<file path="src/shared/spams_regs.vh">
// Register map, field positions, reset values and mode codes
`ifndef SPAMS_REGS_VH
`define SPAMS_REGS_VH

// ----------------------------------------------------------------------
// Register word indices (byte address is the index times 4)
// ----------------------------------------------------------------------
`define SPAMS_IDX_MASK     12'h78e
`define SPAMS_IDX_STATUS   12'h78f
`define SPAMS_IDX_DIVADDR  12'h790
`define SPAMS_IDX_CTRL     12'h791
`define SPAMS_IDX_BUF      12'h792
`define SPAMS_IDX_IRQ_STAT 12'h793
`define SPAMS_IDX_IRQ_MASK 12'h794
`define SPAMS_IDX_MATCH    12'h795
`define SPAMS_AW           14

// ----------------------------------------------------------------------
// Reset values
// ----------------------------------------------------------------------
`define SPAMS_RST_MASK     8'hff
`define SPAMS_RST_STATUS   8'h00
`define SPAMS_RST_DIVADDR  8'h00
`define SPAMS_RST_CTRL     8'h00
`define SPAMS_RST_IRQ      8'h00

// ----------------------------------------------------------------------
// Status fields
// ----------------------------------------------------------------------
`define SPAMS_ST_SMP       7
`define SPAMS_ST_EDGE      6
`define SPAMS_ST_DATA      5
`define SPAMS_ST_STOP      4
`define SPAMS_ST_START     3
`define SPAMS_ST_DIR       2
`define SPAMS_ST_UA        1
`define SPAMS_ST_BF        0

// ----------------------------------------------------------------------
// Control register: enable bit and mode field
// ----------------------------------------------------------------------
`define SPAMS_CTRL_EN      4
`define SPAMS_MODE_I2C_C7  4'h6
`define SPAMS_MODE_I2C_C10 4'h7
`define SPAMS_MODE_I2C_H   4'h8
`define SPAMS_MODE_SPI_H   4'ha
`define SPAMS_MODE_C7_SP   4'he
`define SPAMS_MODE_C10_SP  4'hf

// ----------------------------------------------------------------------
// Interrupt event bits
// ----------------------------------------------------------------------
`define SPAMS_EV_START     0
`define SPAMS_EV_STOP      1
`define SPAMS_EV_MATCH     2
`define SPAMS_EV_DONE      3
`define SPAMS_EV_UA        4

// ----------------------------------------------------------------------
// Divider arithmetic: period = (n+1) * 4 oscillator cycles
// ----------------------------------------------------------------------
`define SPAMS_OSC_PER_TICK 4
`define SPAMS_HALF_TICKS   2

`endif

</file>
<file path="src/hw/spams_baud_gen.v">
// Baud generator: reload down counter producing serial clock half periods
`timescale 1ns/10ps
`include "spams_regs.vh"

module spams_baud_gen #(
  parameter CW = 10
) (
  // Clock and reset
  hclk,
  hresetn,
  // Control
  start,
  stop,
  divider,
  // Output
  half_tick,
  running
);
  input  wire         hclk;
  input  wire         hresetn;
  input  wire         start;
  input  wire         stop;
  input  wire [7:0]   divider;
  output wire         half_tick;
  output reg          running;

  // Half period = (n+1)*2 clocks, two reloads per serial clock period
  localparam [CW-1:0] HALF = `SPAMS_HALF_TICKS;
  wire [CW-1:0] reload;
  reg  [CW-1:0] cnt_ff;
  // Sized factor keeps the product at counter width
  assign reload = ({{(CW-8){1'b0}}, divider} + {{(CW-1){1'b0}}, 1'b1})
                  * HALF - {{(CW-1){1'b0}}, 1'b1};
  assign half_tick = running && (cnt_ff == {CW{1'b0}});

  // Down counter, auto reload while running
  always @(posedge hclk or negedge hresetn) begin
    if (!hresetn) begin
      cnt_ff  <= {CW{1'b0}};
      running <= 1'b0;
    end else if (start) begin
      cnt_ff  <= reload;
      running <= 1'b1;
    end else if (stop) begin
      running <= 1'b0;
    end else if (running) begin
      if (cnt_ff == {CW{1'b0}})
        cnt_ff <= reload;
      else
        cnt_ff <= cnt_ff - {{(CW-1){1'b0}}, 1'b1};
    end
  end
endmodule // spams_baud_gen

</file>
<file path="src/hw/spams_core.v">
// Address, mask and status registers of the serial port over AHB-Lite
`timescale 1ns/10ps
`include "spams_regs.vh"

module spams_core (
  // AHB-Lite clock and reset
  hclk,
  hresetn,
  // AHB-Lite slave
  hsel,
  haddr,
  htrans,
  hwrite,
  hsize,
  hwdata,
  hready,
  hreadyout,
  hrdata,
  hresp,
  // Bus engine status inputs (asynchronous to hclk)
  cond_start,
  cond_stop,
  byte_done,
  byte_is_data,
  client_read,
  recv_addr,
  recv_is_high,
  xfer_done,
  // Option, address match, baud and interrupt outputs
  spi_sample_end,
  spi_launch_idle,
  i2c_slew_off,
  i2c_smbus_in,
  addr_match,
  baud_half_tick,
  baud_running,
  irq
);
  input  wire        hclk;
  input  wire        hresetn;
  input  wire        hsel;
  input  wire [31:0] haddr;
  input  wire [1:0]  htrans;
  input  wire        hwrite;
  input  wire [2:0]  hsize;
  input  wire [31:0] hwdata;
  input  wire        hready;
  output wire        hreadyout;
  output reg  [31:0] hrdata;
  output wire        hresp;
  input  wire        cond_start;
  input  wire        cond_stop;
  input  wire        byte_done;
  input  wire        byte_is_data;
  input  wire        client_read;
  input  wire [7:0]  recv_addr;
  input  wire        recv_is_high;
  input  wire        xfer_done;
  output reg         spi_sample_end;
  output reg         spi_launch_idle;
  output reg         i2c_slew_off;
  output reg         i2c_smbus_in;
  output reg         addr_match;
  output wire        baud_half_tick;
  output wire        baud_running;
  output wire        irq;

  // --------------------------------------------------------------------
  // Input synchronisers (two flops before any use)
  // --------------------------------------------------------------------
  localparam NS = 15;
  wire [NS-1:0] async_in;
  reg  [NS-1:0] sync1_ff;
  reg  [NS-1:0] sync2_ff;
  reg  [4:0]    prev_ff;
  assign async_in = {recv_addr, recv_is_high, client_read, byte_is_data,
                     xfer_done, byte_done, cond_stop, cond_start};

  // Two stage synchroniser, then a copy for edge detection
  always @(posedge hclk or negedge hresetn) begin
    if (!hresetn) begin
      sync1_ff <= {NS{1'b0}};
      sync2_ff <= {NS{1'b0}};
      prev_ff  <= 5'h00;
    end else begin
      sync1_ff <= async_in;
      sync2_ff <= sync1_ff;
      prev_ff  <= sync2_ff[4:0];
    end
  end

  wire       s_start  = sync2_ff[0];
  wire       s_stop   = sync2_ff[1];
  wire       s_byte   = sync2_ff[2];
  wire       s_xdone  = sync2_ff[3];
  wire       s_isdata = sync2_ff[4];
  wire       s_rd     = sync2_ff[5];
  wire       s_high   = sync2_ff[6];
  wire [7:0] s_addr   = sync2_ff[14:7];
  wire       ev_start = s_start & ~prev_ff[0];
  wire       ev_stop  = s_stop & ~prev_ff[1];
  wire       ev_byte  = s_byte & ~prev_ff[2];
  wire       ev_xdone = s_xdone & ~prev_ff[3];

  // --------------------------------------------------------------------
  // AHB-Lite address phase capture
  // --------------------------------------------------------------------
  reg                 wr_ff;
  reg                 rd_ff;
  reg [`SPAMS_AW-1:0] addr_ff;
  wire                take = hsel & hready & htrans[1];
  assign hreadyout = 1'b1;
  assign hresp     = 1'b0;

  // Register request for its data phase
  always @(posedge hclk or negedge hresetn) begin
    if (!hresetn) begin
      wr_ff   <= 1'b0;
      rd_ff   <= 1'b0;
      addr_ff <= {`SPAMS_AW{1'b0}};
    end else begin
      wr_ff   <= take & hwrite;
      rd_ff   <= take & ~hwrite;
      addr_ff <= haddr[`SPAMS_AW-1:0];
    end
  end

  wire [11:0] widx = addr_ff[`SPAMS_AW-1:2];
  wire        w_mask  = wr_ff && widx == `SPAMS_IDX_MASK;
  wire        w_stat  = wr_ff && widx == `SPAMS_IDX_STATUS;
  wire        w_div   = wr_ff && widx == `SPAMS_IDX_DIVADDR;
  wire        w_ctrl  = wr_ff && widx == `SPAMS_IDX_CTRL;
  wire        w_buf   = wr_ff && widx == `SPAMS_IDX_BUF;
  wire        w_istat = wr_ff && widx == `SPAMS_IDX_IRQ_STAT;
  wire        w_imask = wr_ff && widx == `SPAMS_IDX_IRQ_MASK;

  // --------------------------------------------------------------------
  // Software registers
  // --------------------------------------------------------------------
  reg [7:0] mask_ff;
  reg [7:0] div_ff;
  reg [4:0] ctrl_ff;
  reg [7:0] buf_ff;
  reg [1:0] opt_ff;
  reg [4:0] imask_ff;

  // Writable fields; read-only status flags never take bus data
  always @(posedge hclk or negedge hresetn) begin
    if (!hresetn) begin
      mask_ff  <= `SPAMS_RST_MASK;
      div_ff   <= `SPAMS_RST_DIVADDR;
      ctrl_ff  <= 5'h00;
      buf_ff   <= 8'h00;
      opt_ff   <= 2'h0;
      imask_ff <= 5'h00;
    end else begin
      if (w_mask)  mask_ff  <= hwdata[7:0];
      if (w_div)   div_ff   <= hwdata[7:0];
      if (w_ctrl)  ctrl_ff  <= hwdata[4:0];
      if (w_buf)   buf_ff   <= hwdata[7:0];
      if (w_stat)  opt_ff   <= hwdata[7:6];
      if (w_imask) imask_ff <= hwdata[4:0];
    end
  end

  wire [3:0] mode   = ctrl_ff[3:0];
  wire       en     = ctrl_ff[`SPAMS_CTRL_EN];
  wire       m_c10  = mode == `SPAMS_MODE_I2C_C10 ||
                      mode == `SPAMS_MODE_C10_SP;
  wire       m_c7   = mode == `SPAMS_MODE_I2C_C7 ||
                      mode == `SPAMS_MODE_C7_SP;
  wire       m_ih   = mode == `SPAMS_MODE_I2C_H;
  wire       m_spi  = mode[3] == 1'b0 && !m_c10 && !m_c7 ||
                      mode == `SPAMS_MODE_SPI_H;
  wire       m_i2c  = !m_spi;
  wire       m_host = m_ih || mode == `SPAMS_MODE_SPI_H ||
                      mode[3:2] == 2'b00;

  // --------------------------------------------------------------------
  // Option decode for the bus engines
  // --------------------------------------------------------------------
  always @(posedge hclk or negedge hresetn) begin
    if (!hresetn) begin
      spi_sample_end  <= 1'b0;
      spi_launch_idle <= 1'b0;
      i2c_slew_off    <= 1'b0;
      i2c_smbus_in    <= 1'b0;
    end else begin
      spi_sample_end  <= m_spi & m_host & opt_ff[1];
      i2c_slew_off    <= m_i2c & opt_ff[1];
      spi_launch_idle <= m_spi & opt_ff[0];
      i2c_smbus_in    <= m_i2c & opt_ff[0];
    end
  end

  // --------------------------------------------------------------------
  // Address match with mask
  // --------------------------------------------------------------------
  reg [7:0] cmp_en;
  reg [7:0] own;
  always @* begin
    cmp_en = {mask_ff[7:1], m_c10 & mask_ff[0]};
    own    = div_ff;
    if (m_c7) begin
      own       = {div_ff[7:1], 1'b0};
      cmp_en[0] = 1'b0;
    end else if (m_c10 && s_high) begin
      own    = {5'h1e, div_ff[2:1], 1'b0};
      cmp_en = {5'h1f, mask_ff[2:1], 1'b0};
    end
  end

  wire match_now = ((s_addr ^ own) & cmp_en) == 8'h00;
  // One-cycle pulse on a matched address byte in 10-bit client mode
  wire ua_set    = ev_byte && m_c10 && !s_isdata && match_now;

  // --------------------------------------------------------------------
  // Status flags set by hardware
  // --------------------------------------------------------------------
  reg st_data_ff;
  reg st_stop_ff;
  reg st_start_ff;
  reg st_dir_ff;
  reg st_ua_ff;
  reg st_bf_ff;
  reg host_busy_ff;

  always @(posedge hclk or negedge hresetn) begin
    if (!hresetn) begin
      st_data_ff   <= 1'b0;
      st_stop_ff   <= 1'b0;
      st_start_ff  <= 1'b0;
      st_dir_ff    <= 1'b0;
      st_ua_ff     <= 1'b0;
      st_bf_ff     <= 1'b0;
      host_busy_ff <= 1'b0;
      addr_match   <= 1'b0;
    end else begin
      // Last condition seen
      if (ev_start && m_i2c) begin
        st_start_ff <= 1'b1;
        st_stop_ff  <= 1'b0;
      end else if (ev_stop && m_i2c) begin
        st_stop_ff  <= 1'b1;
        st_start_ff <= 1'b0;
      end
      // Host transmission tracking
      if (w_buf)
        host_busy_ff <= 1'b1;
      else if (ev_xdone)
        host_busy_ff <= 1'b0;
      // Client byte bookkeeping
      if (ev_byte && !m_host) begin
        st_data_ff <= s_isdata;
        if (!s_isdata) begin
          addr_match <= match_now;
          if (match_now)
            st_dir_ff <= s_rd;
        end
      end
      if (m_ih)
        st_dir_ff <= host_busy_ff;
      // Update address in 10-bit client; cleared by new divider write
      if (ua_set)
        st_ua_ff <= 1'b1;
      else if (w_div || !m_c10)
        st_ua_ff <= 1'b0;
      if (ev_byte)
        st_bf_ff <= 1'b1;
      else if (w_buf || rd_ff && widx == `SPAMS_IDX_BUF)
        st_bf_ff <= 1'b0;
      if (!en) begin
        st_bf_ff <= 1'b0;
      end
    end
  end

  wire [7:0] status = {opt_ff, st_data_ff, st_stop_ff, st_start_ff,
                       st_dir_ff, st_ua_ff, st_bf_ff};

  // --------------------------------------------------------------------
  // Baud generator, started by a buffer write in host modes
  // --------------------------------------------------------------------
  spams_baud_gen #(
    .CW (10)
  ) u_baud (
    .hclk      (hclk),
    .hresetn   (hresetn),
    .start     (w_buf & m_host & en),
    .stop      (ev_xdone | ~en),
    .divider   (div_ff),
    .half_tick (baud_half_tick),
    .running   (baud_running)
  );

  // --------------------------------------------------------------------
  // Interrupt status, write one to clear, set wins
  // --------------------------------------------------------------------
  reg  [4:0] istat_ff;
  wire [4:0] ev_vec = {ua_set, ev_xdone, ev_byte & match_now,
                       ev_stop, ev_start};
  always @(posedge hclk or negedge hresetn) begin
    if (!hresetn)
      istat_ff <= 5'h00;
    else
      istat_ff <= (istat_ff & ~({5{w_istat}} & hwdata[4:0])) | ev_vec;
  end
  assign irq = |(istat_ff & imask_ff);

  // --------------------------------------------------------------------
  // Read data, unmapped addresses read zero
  // --------------------------------------------------------------------
  wire [11:0] ridx = haddr[`SPAMS_AW-1:2];
  always @(posedge hclk or negedge hresetn) begin
    if (!hresetn)
      hrdata <= 32'h00000000;
    else if (take && !hwrite) begin
      case (ridx)
        `SPAMS_IDX_MASK:     hrdata <= {24'h000000, mask_ff};
        `SPAMS_IDX_STATUS:   hrdata <= {24'h000000, status};
        `SPAMS_IDX_DIVADDR:  hrdata <= {24'h000000, div_ff};
        `SPAMS_IDX_CTRL:     hrdata <= {27'h0000000, ctrl_ff};
        `SPAMS_IDX_BUF:      hrdata <= {24'h000000, buf_ff};
        `SPAMS_IDX_IRQ_STAT: hrdata <= {27'h0000000, istat_ff};
        `SPAMS_IDX_IRQ_MASK: hrdata <= {27'h0000000, imask_ff};
        `SPAMS_IDX_MATCH:    hrdata <= {31'h00000000, addr_match};
        default:             hrdata <= 32'h00000000;
      endcase
    end
  end
endmodule // spams_core

</file>
<file path="config.mk">
export PLATFORM = sky130hd
export DESIGN_NAME = spams_core
export DESIGN_NICKNAME = d
export VERILOG_FILES = /design/src/hw/spams_baud_gen.v /design/src/hw/spams_core.v
export VERILOG_INCLUDE_DIRS = /design/src /design/src/shared
export SDC_FILE = /design/constraint.sdc
export NUM_CORES = 1
export LEC_CHECK = 0
export BUFFER_PORTS_ARGS = -buffer_cell sky130_fd_sc_hd__buf_2
export CAP_MARGIN = 20
export CORE_MARGIN = 2
export CORE_UTILIZATION = 50
export DETAILED_ROUTE_END_ITERATION = 8
export PLACE_DENSITY_LB_ADDON = 0.2
export SLEW_MARGIN = 20
export SYNTH_ARGS = -nofsm -noshare
export SYNTH_HDL_FRONTEND = slang
export SYNTH_SLANG_ARGS = --single-unit
</file>
<file path="constraint.sdc">
create_clock -name hclk -period 3.6 [get_ports hclk]
set_input_delay 0.18 -clock hclk [delete_from_list [all_inputs] [get_ports hclk]]
set_output_delay 0.18 -clock hclk [all_outputs]
set_load 0.03 [all_outputs]
</file>
==> results of run 1 <==
[cell usage in the layout, fill, tap and decap left out, drive strengths merged, types with 3 or more instances in the layout]
cell type / count
a21boi: 4
a21oi: 16
a221o: 4
a22o: 9
a22oi: 4
a31oi: 5
and3: 3
buf: 59
bufinv: 4
clkbuf: 19
clkinv: 4
conb: 26
dfrtp: 112
dfstp: 8
dlygate4sd3: 37
inv: 17
mux2: 41
mux2i: 14
nand2: 34
nand2b: 12
nand3: 12
nand4: 7
nor2: 24
nor2b: 8
nor3: 7
nor3b: 9
nor4b: 3
o21a: 4
o21ai: 22
o22ai: 3
o31ai: 5
xnor2: 6
xor2: 5
[area by class of cell]
cell class | count | area (µm²)
clock buffer | 19 | 432
clock inverter | 13 | 193
fill | 845 | 3960
inverter | 14 | 52.6
multi-input combinational | 322 | 2240
sequential | 120 | 3010
tap | 140 | 175
timing repair buffer | 96 | 676
[per-layer routing]
metal  part of all wire  track usage
met2               0.47        0.343
met1               0.45        0.294
met3              0.066       0.0699
met4              0.019       0.0879
met5                  0            0
[worst reg2reg max path, cell delays in order, from the launching register on]
cell and delay, ns:
dfrtp_1 0.48, a21oi_1 0.27, nand3_1 0.22, nor2_1 0.06
nor2_1 0.58, inv_1 0.31, nand3_1 0.15, o21ai_0 0.08
a221oi_1 0.27
[worst max-delay path by stage]
stage	slack, ns	start	end
after detailed placement	1.14	ctrl_ff[0]	u_baud.cnt_ff[2]
after global placement	1.21	ctrl_ff[0]	u_baud.cnt_ff[2]
final	1.07	ctrl_ff[0]	u_baud.cnt_ff[2]
after CTS	1.11	ctrl_ff[0]	u_baud.cnt_ff[2]
after floorplan	1.60	addr_ff[13]	mask_ff[0]
after global routing	0.89	u_baud.cnt_ff[0]	u_baud.cnt_ff[9]
[logic make-up after synthesis]
family                     Yosys count  synth area share
DFF                                120             0.552
muxes                               55             0.110
xor gates and xnor gates            11            0.0177
other                                2           0.00138
buffers and inverters               51            0.0537
adders and majority gates            2           0.00459
and+or+nand+nor                    136             0.144
AOI/OAI and AO/OA                   92             0.116
[per-stage QoR]
stage          hold slack, ns  power [W]  cells
2_1_floorplan          -0.116    0.00151    493
6_report               0.0614    0.00334    724
4_1_cts                0.0370    0.00337    724
3_3_place_gp            0.288    0.00156    655
3_5_place_dp            0.289    0.00156    655
5_1_grt                0.0558    0.00345    724
[state kept, by name, indices dropped and copies added (netlist names), 2 cells and up]
name,cells
hrdata,8
istat_ff,5
addr_ff,12
sync2_ff,15
ctrl_ff,5
opt_ff,2
prev_ff,4
u_baud.cnt_ff,10
imask_ff,5
mask_ff,8
buf_ff,8
sync1_ff,15
div_ff,8
[power groups by stage]
stage / clock [W] / sequential (W) / combinational (W)
2_1_floorplan: 0 / 0.00142 / 0.0000921
3_3_place_gp: 0 / 0.00142 / 0.000135
3_5_place_dp: 0 / 0.00142 / 0.000138
4_1_cts: 0.00180 / 0.00140 / 0.000169
5_1_grt: 0.00187 / 0.00140 / 0.000186
6_report: 0.00178 / 0.00140 / 0.000168
==> impl_metrics.env, run 1 <==
export IMPL_avgSynthCellArea_um2=11.6
export IMPL_overflow=0
export IMPL_synth_top_cell_area_share=0.514
export IMPL_final_area_mm2=0.00678
export IMPL_skew_ns=0.00582
export IMPL_fmaxAchievable_mhz=396
export IMPL_min_to="addr_ff[2]"
export IMPL_n_antenna_cell=0
export IMPL_drtPass1Iterations=5
export IMPL_cellPowerDensity_mw_per_mm2=493
export IMPL_dieWidth_um=108
export IMPL_core_area_mm2=0.0107
export IMPL_crit_type="reg2reg"
export IMPL_crit_cells=8
export IMPL_intPower_w=0.00259
export IMPL_viasPerCell=5.40
export IMPL_required_ns=4.02
export IMPL_ys_top_cells_by_count="dfrtp_1 (112), mux2_2 (41), nand2_1 (34)"
export IMPL_place_area_mm2=0.00579
export IMPL_combPwrFrac=0.050
export IMPL_p_sw_w=0.000748
export IMPL_r2r_end="u_baud.cnt_ff[2]"
export IMPL_holdPathStages=1
export IMPL_critical_path_max_stage_delay_ns=0.58
export IMPL_start_util=0.508
export IMPL_grt_pass1_wl_mm=19.6
export IMPL_finalHoldViolations=0
export IMPL_yosysMostFrequentCell="dfrtp_1"
export IMPL_p_sw_frac=0.224
export IMPL_synthArstFlopShare=1.00
export IMPL_finalSetupTns_ns=0
export IMPL_min_path_type="in2reg"
export IMPL_cts_repair_resize_count=0
export IMPL_port_buffers=56
export IMPL_ys_flop_type="dfrtp_1"
export IMPL_worst_slack_ns=1.07
export IMPL_outcome="finished clean"
export IMPL_cp_slowest_cell="nor2_1"
export IMPL_holdBufCountCts=37
export IMPL_final_nets=662
export IMPL_dieArea_mm2=0.0118
export IMPL_min_period_ns=2.53
export IMPL_clkLatencyLatePin_ns=0.53
export IMPL_synth_seq_cells=120
export IMPL_p_leak_nw=3.12
export IMPL_place_congestion=0.836
export IMPL_yosysSeqAreaShare=0.552
export IMPL_drive_gt1_frac=0.262
export IMPL_totalWireLength_mm=12.2
export IMPL_reg2reg_depth=8
export IMPL_ant_nets=0
export IMPL_worst_path_buf_inv=1
export IMPL_ys_warnings_count=0
export IMPL_cts_clk_slew_worst_paths_ns=0.06
export IMPL_syn_area_mm2=0.00546
export IMPL_cts_setup_buffers=0
export IMPL_syn_inst=469
export IMPL_ys_top_cells_by_area="dfrtp_1 (51%), mux2_2 (8.5%), dfstp_2 (3.9%), buf_4 (3.6%), mux2i_1 (2.6%)"
export IMPL_num_vias=3911
export IMPL_fp_dieH_um=108
export IMPL_rsz0062_at_grt="no"
export IMPL_ir_drop_v=0.000294
export IMPL_rows=38
export IMPL_pre_cts_slack_ns=1.14
export IMPL_reg2reg_from="ctrl_ff[0]"
export IMPL_cts_tree="built"
export IMPL_tightest_slew_ns=0.818
export IMPL_fin_util=0.631
export IMPL_cts_root_buf="clkbuf_8"
export IMPL_arrival_ns=2.95
export IMPL_grt_pass1_vias=3891
export IMPL_path_cells="a21oi_1 > nand3_1 > nor2_1 > nor2_1 > inv_1 > nand3_1 > o21ai_0 > a221oi_1"
export IMPL_r2r_slack_ns=1.07
export IMPL_ctsHtreeMaxLevel=4
export IMPL_crit_family="simple AND/OR/NAND/NOR gates"
export IMPL_slew_headroom=0.452
export IMPL_antenna_found_initial=0
export IMPL_grt_max_degree=67
export IMPL_cts_buffer_depth=2
export IMPL_synth_edff_count=0
export IMPL_pwr_share_seq=0.418
export IMPL_grt_total_usage=0.223
export IMPL_drtIter0Drc=300
export IMPL_worst_path_max_fanout=12
export IMPL_wire_per_inst_um=16.8
export IMPL_drv_cap=0
export IMPL_crit_path_end_kind="register"
export IMPL_syn_to_final_growth_pct=24.3
export IMPL_hpwl_mm=8.35
export IMPL_cts_sinks=120
export IMPL_cts_buffers_inserted=17
export IMPL_setup_viol=0
export IMPL_num_io_pins=131
export IMPL_yosysUniqueCellTypes=67
export IMPL_yosysTopAreaCell="dfrtp_1"
export IMPL_start_kind="register"
export IMPL_finalCritPeriodShare=0.701
export IMPL_hold_start="haddr[2]"
export IMPL_pwr_share_clk=0.532
export IMPL_drc_errors=0
export IMPL_finalMaxSlewViolations=0
No activity file was read; power rests on OpenSTA's default activity.
==> run 2, diff against run 1 <==
- CORE_UTILIZATION: 50 -> 48
- clock period: 3.6 -> 2.1 ns (I/O delays scaled with it)
==> run 2 against run 1 <==
Total power rose by 69%. Hold slack lost 0.034 ns. Die area grew 4.0%. The run now ends with negative setup slack left. First-iteration DRC count increased by 10%. Fmax is 20% higher. Core utilization grew 1.5 points. Sequential power rose by 71%. Combinational power rose by 72%. Via count rose by 3.9%. Highest routed layer unchanged.
==> impl_metrics.env, run 2 (synthesized netlist as in run 1, its figures left out) <==
export IMPL_multiInputGateArea_mm2=0.00233
export IMPL_cts_root_buf="clkbuf_16"
export IMPL_ir_drop_v=0.000628
export IMPL_drtPass1Iterations=5
export IMPL_viasPerCell=5.39
export IMPL_ctsHtreeMaxLevel=4
export IMPL_p_sw_frac=0.224
export IMPL_reg_top3="sync1_ff x15, sync2_ff x15, addr_ff x12"
export IMPL_slew_headroom=0.541
export IMPL_cts_clk_slew_worst_paths_ns=0.06
export IMPL_syn_to_final_growth_pct=30.0
export IMPL_drive_gt1_frac=0.318
export IMPL_fmaxAchievable_mhz=475
export IMPL_worst_slack_ns=-0.00374
export IMPL_drtIter0Drc=331
export IMPL_num_vias=4063
export IMPL_cts_sinks=120
export IMPL_grt_pass1_wl_mm=20.5
export IMPL_dieArea_mm2=0.0122
export IMPL_p_sw_w=0.00127
export IMPL_r2r_end="mask_ff[1]"
export IMPL_min_to="ctrl_ff[1]"
export IMPL_finalHoldViolations=0
export IMPL_layout_commonest_cell="dfrtp_1"
export IMPL_core_area_mm2=0.0110
export IMPL_rows=38
export IMPL_fin_util=0.646
export IMPL_final_nets=692
export IMPL_place_area_mm2=0.00604
export IMPL_cts_tree="built"
export IMPL_totalWireLength_mm=12.7
export IMPL_dieWidth_um=111
export IMPL_reg2reg_depth=7
export IMPL_hold_ws_ns=0.0275
export IMPL_cellPowerDensity_mw_per_mm2=797
export IMPL_pwr_share_seq=0.424
export IMPL_start_util=0.497
export IMPL_intPower_w=0.00438
export IMPL_arrival_ns=2.44
export IMPL_min_period_ns=2.10
export IMPL_cts_buffers_inserted=17
export IMPL_reg2reg_from="addr_ff[13]"
export IMPL_drc_errors=0
export IMPL_worst_path_max_fanout=8
export IMPL_hpwl_mm=8.59
export IMPL_start_kind="register"
export IMPL_tightest_slew_ns=0.678
export IMPL_skew_ns=0.00730
export IMPL_grt_max_degree=121
export IMPL_register_area_mm2=0.00301
export IMPL_min_path_type="in2reg"
export IMPL_grt_pass1_vias=4003
export IMPL_overflow=0
export IMPL_finalCritPeriodShare=1.00
export IMPL_p_leak_nw=3.31
export IMPL_hold_start="hwdata[1]"
export IMPL_cts_buffer_depth=2
export IMPL_antenna_found_initial=0
export IMPL_setup_viol=2
export IMPL_rsz0062_at_grt="yes"
export IMPL_r2r_slack_ns=-0.004
export IMPL_crit_type="reg2reg"
export IMPL_holdPathStages=3
export IMPL_n_fill_cell=858
export IMPL_combPwrFrac=0.051
export IMPL_fp_dieH_um=111
export IMPL_pwr_share_clk=0.525
export IMPL_final_cell_mix="dfrtp_1 (112), buf_2 (55), buf_4 (37)"
export IMPL_grt_total_usage=0.214
export IMPL_final_area_mm2=0.00709
export IMPL_n_antenna_cell=0
export IMPL_finalMaxSlewViolations=0
export IMPL_port_buffers=56
export IMPL_num_io_pins=131
export IMPL_clkLatencyLatePin_ns=0.41
export IMPL_outcome="finished, violations left"
export IMPL_ant_nets=0
export IMPL_crit_path_end_kind="register"
export IMPL_violations="negative setup slack"
export IMPL_wire_per_inst_um=16.9
export IMPL_place_congestion=0.789
export IMPL_drv_cap=0
export IMPL_required_ns=2.43
-- run 2: cell types whose count changed in the layout (fill, tap and decap cells not counted), sizes merged --
cell and change:
clkinv +1, dlygate4sd3 -5, bufinv -1, buf +35
-- run 2: cell type report --
| type | count | area share |
|---|---|---|
| Clock buffer | 19 | 0.0624 |
| Clock inverter | 13 | 0.0236 |
| Inverter | 14 | 0.00741 |
| Multi-Input combinational cell | 322 | 0.328 |
| Sequential cell | 120 | 0.425 |
| Tap cell | 140 | 0.0247 |
| Timing Repair Buffer | 126 | 0.129 |
-- run 2: worst max-delay path, stage by stage (launching register included) --
cell     delay (ns)
dfrtp_1        0.37
and4b_1        0.28
and2_4         0.16
nand3_2        0.07
or3b_4         0.42
nor3b_4        0.24
buf_12         0.17
mux2_4         0.31
-- run 2: layer usage --
layer	GRT usage	share of wire
met5	0	0
met4	0.0675	0.013
met3	0.0571	0.047
met2	0.339	0.48
met1	0.289	0.46
-- run 2: worst max-delay path by stage --
stage,from,to,slack (ns),cells past startpoint
2_1_floorplan,addr_ff[13],mask_ff[0],0.10,6
3_3_place_gp,addr_ff[13],mask_ff[6],0.07,7
3_5_place_dp,addr_ff[13],mask_ff[2],0.04,7
4_1_cts,addr_ff[13],mask_ff[1],0.003,7
5_1_grt,ctrl_ff[0],st_dir_ff,-0.10,7
6_report,addr_ff[13],mask_ff[1],-0.004,7
-- run 2: stage by stage --
step	instances	TNS, ns	power [W]	setup slack (ns)
floorplan	493	0	0.00259	0.103
global placement	686	0	0.00267	0.0696
detailed placement	686	0	0.00268	0.0427
CTS	750	0	0.00569	0.00315
global route	754	-0.695	0.00586	-0.102
finish	754	-0.00556	0.00565	-0.00374
-- run 2: power by group through the flow --
stage | Clock (W) | Combinational (W) | Sequential (W)
after floorplan | 0 | 0.000158 | 0.00243
after global placement | 0 | 0.000240 | 0.00243
after detailed placement | 0 | 0.000244 | 0.00244
after CTS | 0.00300 | 0.000289 | 0.00240
after global routing | 0.00314 | 0.000317 | 0.00240
final | 0.00296 | 0.000289 | 0.00240
-- run 2: what timing repair did --
item                       in CTS  in global routing
setup buffers                   0                  4
hold endpoints to repair      150                  0
hold buffers                   32                  0
resized for setup               0                 20
setup endpoints to repair       0                 40
==> run 3, diff against run 2 <==
- CORE_UTILIZATION: 48 -> 50
- CTS_BUF_LIST: not set -> sky130_fd_sc_hd__clkbuf_8
- SETUP_SLACK_MARGIN: not set -> 0.4
- clock period: 2.1 -> 2.05 ns (I/O delays scaled with it)
==> run 3 against run 2 <==
The run still ends with negative setup slack left. Final cell count increased by 6.0%. Critical path depth unchanged. Clock power decreased by 25%. Total power is 11% lower. Clock-buffer cell count down 1. Final area up 11%. Global-route usage is 4.3 points higher. Clock skew increased by 0.0046 ns. Fmax rose by 2.2%. Critical endpoint is now mask_ff[4]. Largest cell class unchanged. Largest power group is now sequential cells.
==> impl_metrics.env, run 3 (synthesized netlist as in run 1, its figures left out) <==
export IMPL_grt_pass1_vias=4358
export IMPL_finalMaxSlewViolations=0
export IMPL_viasPerCell=5.61
export IMPL_setup_viol=4
export IMPL_wire_per_inst_um=18.7
export IMPL_min_to="istat_ff[2]"
export IMPL_required_ns=2.42
export IMPL_holdPathStages=3
export IMPL_totalWireLength_mm=15.0
export IMPL_drc_errors=0
export IMPL_fmaxAchievable_mhz=486
export IMPL_n_fill_cell=694
export IMPL_antenna_found_initial=0
export IMPL_cts_root_buf="clkbuf_8"
export IMPL_core_area_mm2=0.0107
export IMPL_syn_to_final_growth_pct=44.3
export IMPL_r2r_slack_ns=-0.008
export IMPL_crit_type="reg2reg"
export IMPL_worst_slack_ns=-0.00844
export IMPL_start_kind="register"
export IMPL_min_path_type="in2reg"
export IMPL_r2r_end="mask_ff[4]"
export IMPL_tightest_slew_ns=0.592
export IMPL_arrival_ns=2.42
export IMPL_dieArea_mm2=0.0118
export IMPL_layout_commonest_cell="dfrtp_1"
export IMPL_final_cell_mix="dfrtp_1 (112), buf_2 (52), buf_4 (47)"
export IMPL_finalHoldViolations=0
export IMPL_rsz0062_at_grt="yes"
export IMPL_violations="negative setup slack"
export IMPL_drtIter0Drc=362
export IMPL_place_inst=694
export IMPL_start_util=0.508
export IMPL_fin_util=0.733
export IMPL_slew_headroom=0.605
export IMPL_ctsHtreeMaxLevel=4
export IMPL_cp_slowest_cell="or3b_4"
export IMPL_reg_top3="sync1_ff x15, sync2_ff x15, addr_ff x12"
export IMPL_place_congestion=0.892
export IMPL_cts_tree="built"
export IMPL_drive_gt1_frac=0.434
export IMPL_cts_sinks=120
export IMPL_num_io_pins=131
export IMPL_reg2reg_from="addr_ff[13]"
export IMPL_reg2reg_depth=7
export IMPL_num_vias=4483
export IMPL_dieWidth_um=108
export IMPL_grt_max_degree=49
export IMPL_critical_path_max_stage_delay_ns=0.40
export IMPL_crit_path_end_kind="register"
export IMPL_min_period_ns=2.06
export IMPL_worst_path_buf_inv=1
export IMPL_grt_total_usage=0.257
export IMPL_hpwl_mm=9.23
export IMPL_fin_cells=799
export IMPL_ant_nets=0
export IMPL_clkLatencyLatePin_ns=0.44
export IMPL_finalCritPeriodShare=1.00
export IMPL_worst_path_max_fanout=8
export IMPL_port_buffers=56
export IMPL_hold_start="hwdata[2]"
export IMPL_outcome="finished, violations left"
export IMPL_cts_buffer_depth=2
export IMPL_path_cells="and4b_1 > and2_4 > nand3_2 > or3b_4 > nor3b_4 > buf_12 > mux2_4"
export IMPL_ir_drop_v=0.000560
export IMPL_grt_pass1_wl_mm=22.2
export IMPL_drv_cap=0
export IMPL_n_antenna_cell=0
export IMPL_crit_family="simple AND/OR/NAND/NOR gates"
export IMPL_rows=38
export IMPL_overflow=0
export IMPL_p_leak_nw=3.60
export IMPL_cts_clk_slew_worst_paths_ns=0.08
export IMPL_drtPass1Iterations=5
export IMPL_fp_dieH_um=108
export IMPL_skew_ns=0.0119
export IMPL_final_nets=737
export IMPL_cellPowerDensity_mw_per_mm2=638
export IMPL_cts_buffers_inserted=17
==> run 3: cell types whose count changed in the layout (fill, tap and decap cells not counted), moves of 6 or more <==
cell / previous run / this run
clkbuf_16: 17 / 0
buf_6: 0 / 31
a21oi_1: 15 / 9
mux2_2: 33 / 6
clkbuf_8: 1 / 18
o21ai_0: 19 / 4
buf_4: 37 / 47
o21ai_1: 3 / 12
mux2_4: 8 / 35
==> run 3: final cells by class <==
cell class | count | area (µm²) | area share
Clock inverter | 14 | 174 | 0.0221
Sequential cell | 120 | 3010 | 0.383
Clock buffer | 18 | 248 | 0.0315
Timing Repair Buffer | 171 | 1430 | 0.181
Multi-Input combinational cell | 322 | 2780 | 0.353
Inverter | 14 | 55.1 | 0.00699
Tap cell | 140 | 175 | 0.0222
==> run 3: stage by stage <==
stage                     TNS, ns  setup slack, ns  total power [W]  hold WS [ns]  area, µm²
after floorplan                 0           0.0535          0.00265        -0.193       5710
after global placement    -0.0156          -0.0156          0.00275         0.138       6280
after detailed placement   -0.136          -0.0855          0.00276         0.138       6280
after CTS                 -0.0307          -0.0307          0.00504       0.00726       7530
after global routing       -0.961          -0.0776          0.00521        0.0237       7870
final                     -0.0130         -0.00844          0.00502        0.0517       7870
==> run 3: how the worst max path moves through the flow <==
stage	start	end	depth (start not counted)
2_1_floorplan	addr_ff[13]	mask_ff[0]	6
3_3_place_gp	ctrl_ff[2]	st_dir_ff	6
3_5_place_dp	ctrl_ff[2]	u_baud.cnt_ff[2]	9
4_1_cts	ctrl_ff[2]	st_dir_ff	6
5_1_grt	addr_ff[8]	mask_ff[5]	7
6_report	addr_ff[13]	mask_ff[4]	7
==> run 3: report_power, final <==
group | total (W) | switching (W) | internal [W]
logic | 0.000341 | 0.000211 | 0.000130
clock network | 0.00223 | 0.000992 | 0.00124
registers | 0.00245 | 0.0000287 | 0.00242
total | 0.00502 | 0.00123 | 0.00379
==> run 3: worst min-delay path: cells and delay by family <==
family | cells | cell delay (ns)
AO/OA/AOI/OAI | 1 | 0.10
AND/OR/NAND/NOR | 1 | 0.09
buffers and inverters | 1 | 0.16
==> run 3: timing repair <==
item	in CTS	in global routing
cloned	1	0
gates resized for setup	73	62
endpoints found under the hold margin	85	0
pin swaps	32	34
endpoints found under the setup margin	53	62
buffers inserted	22	15
hold buffers	35	0
==> run 3: routing by layer <==
| metal | GRT usage | vias up | part of all wire |
|---|---|---|---|
| li1 | - | 2001 | - |
| met1 | 0.337 | 2204 | 0.42 |
| met2 | 0.411 | 243 | 0.49 |
| met3 | 0.0639 | 35 | 0.069 |
| met4 | 0.0998 | 0 | 0.020 |
| met5 | 0 | - | 0 |
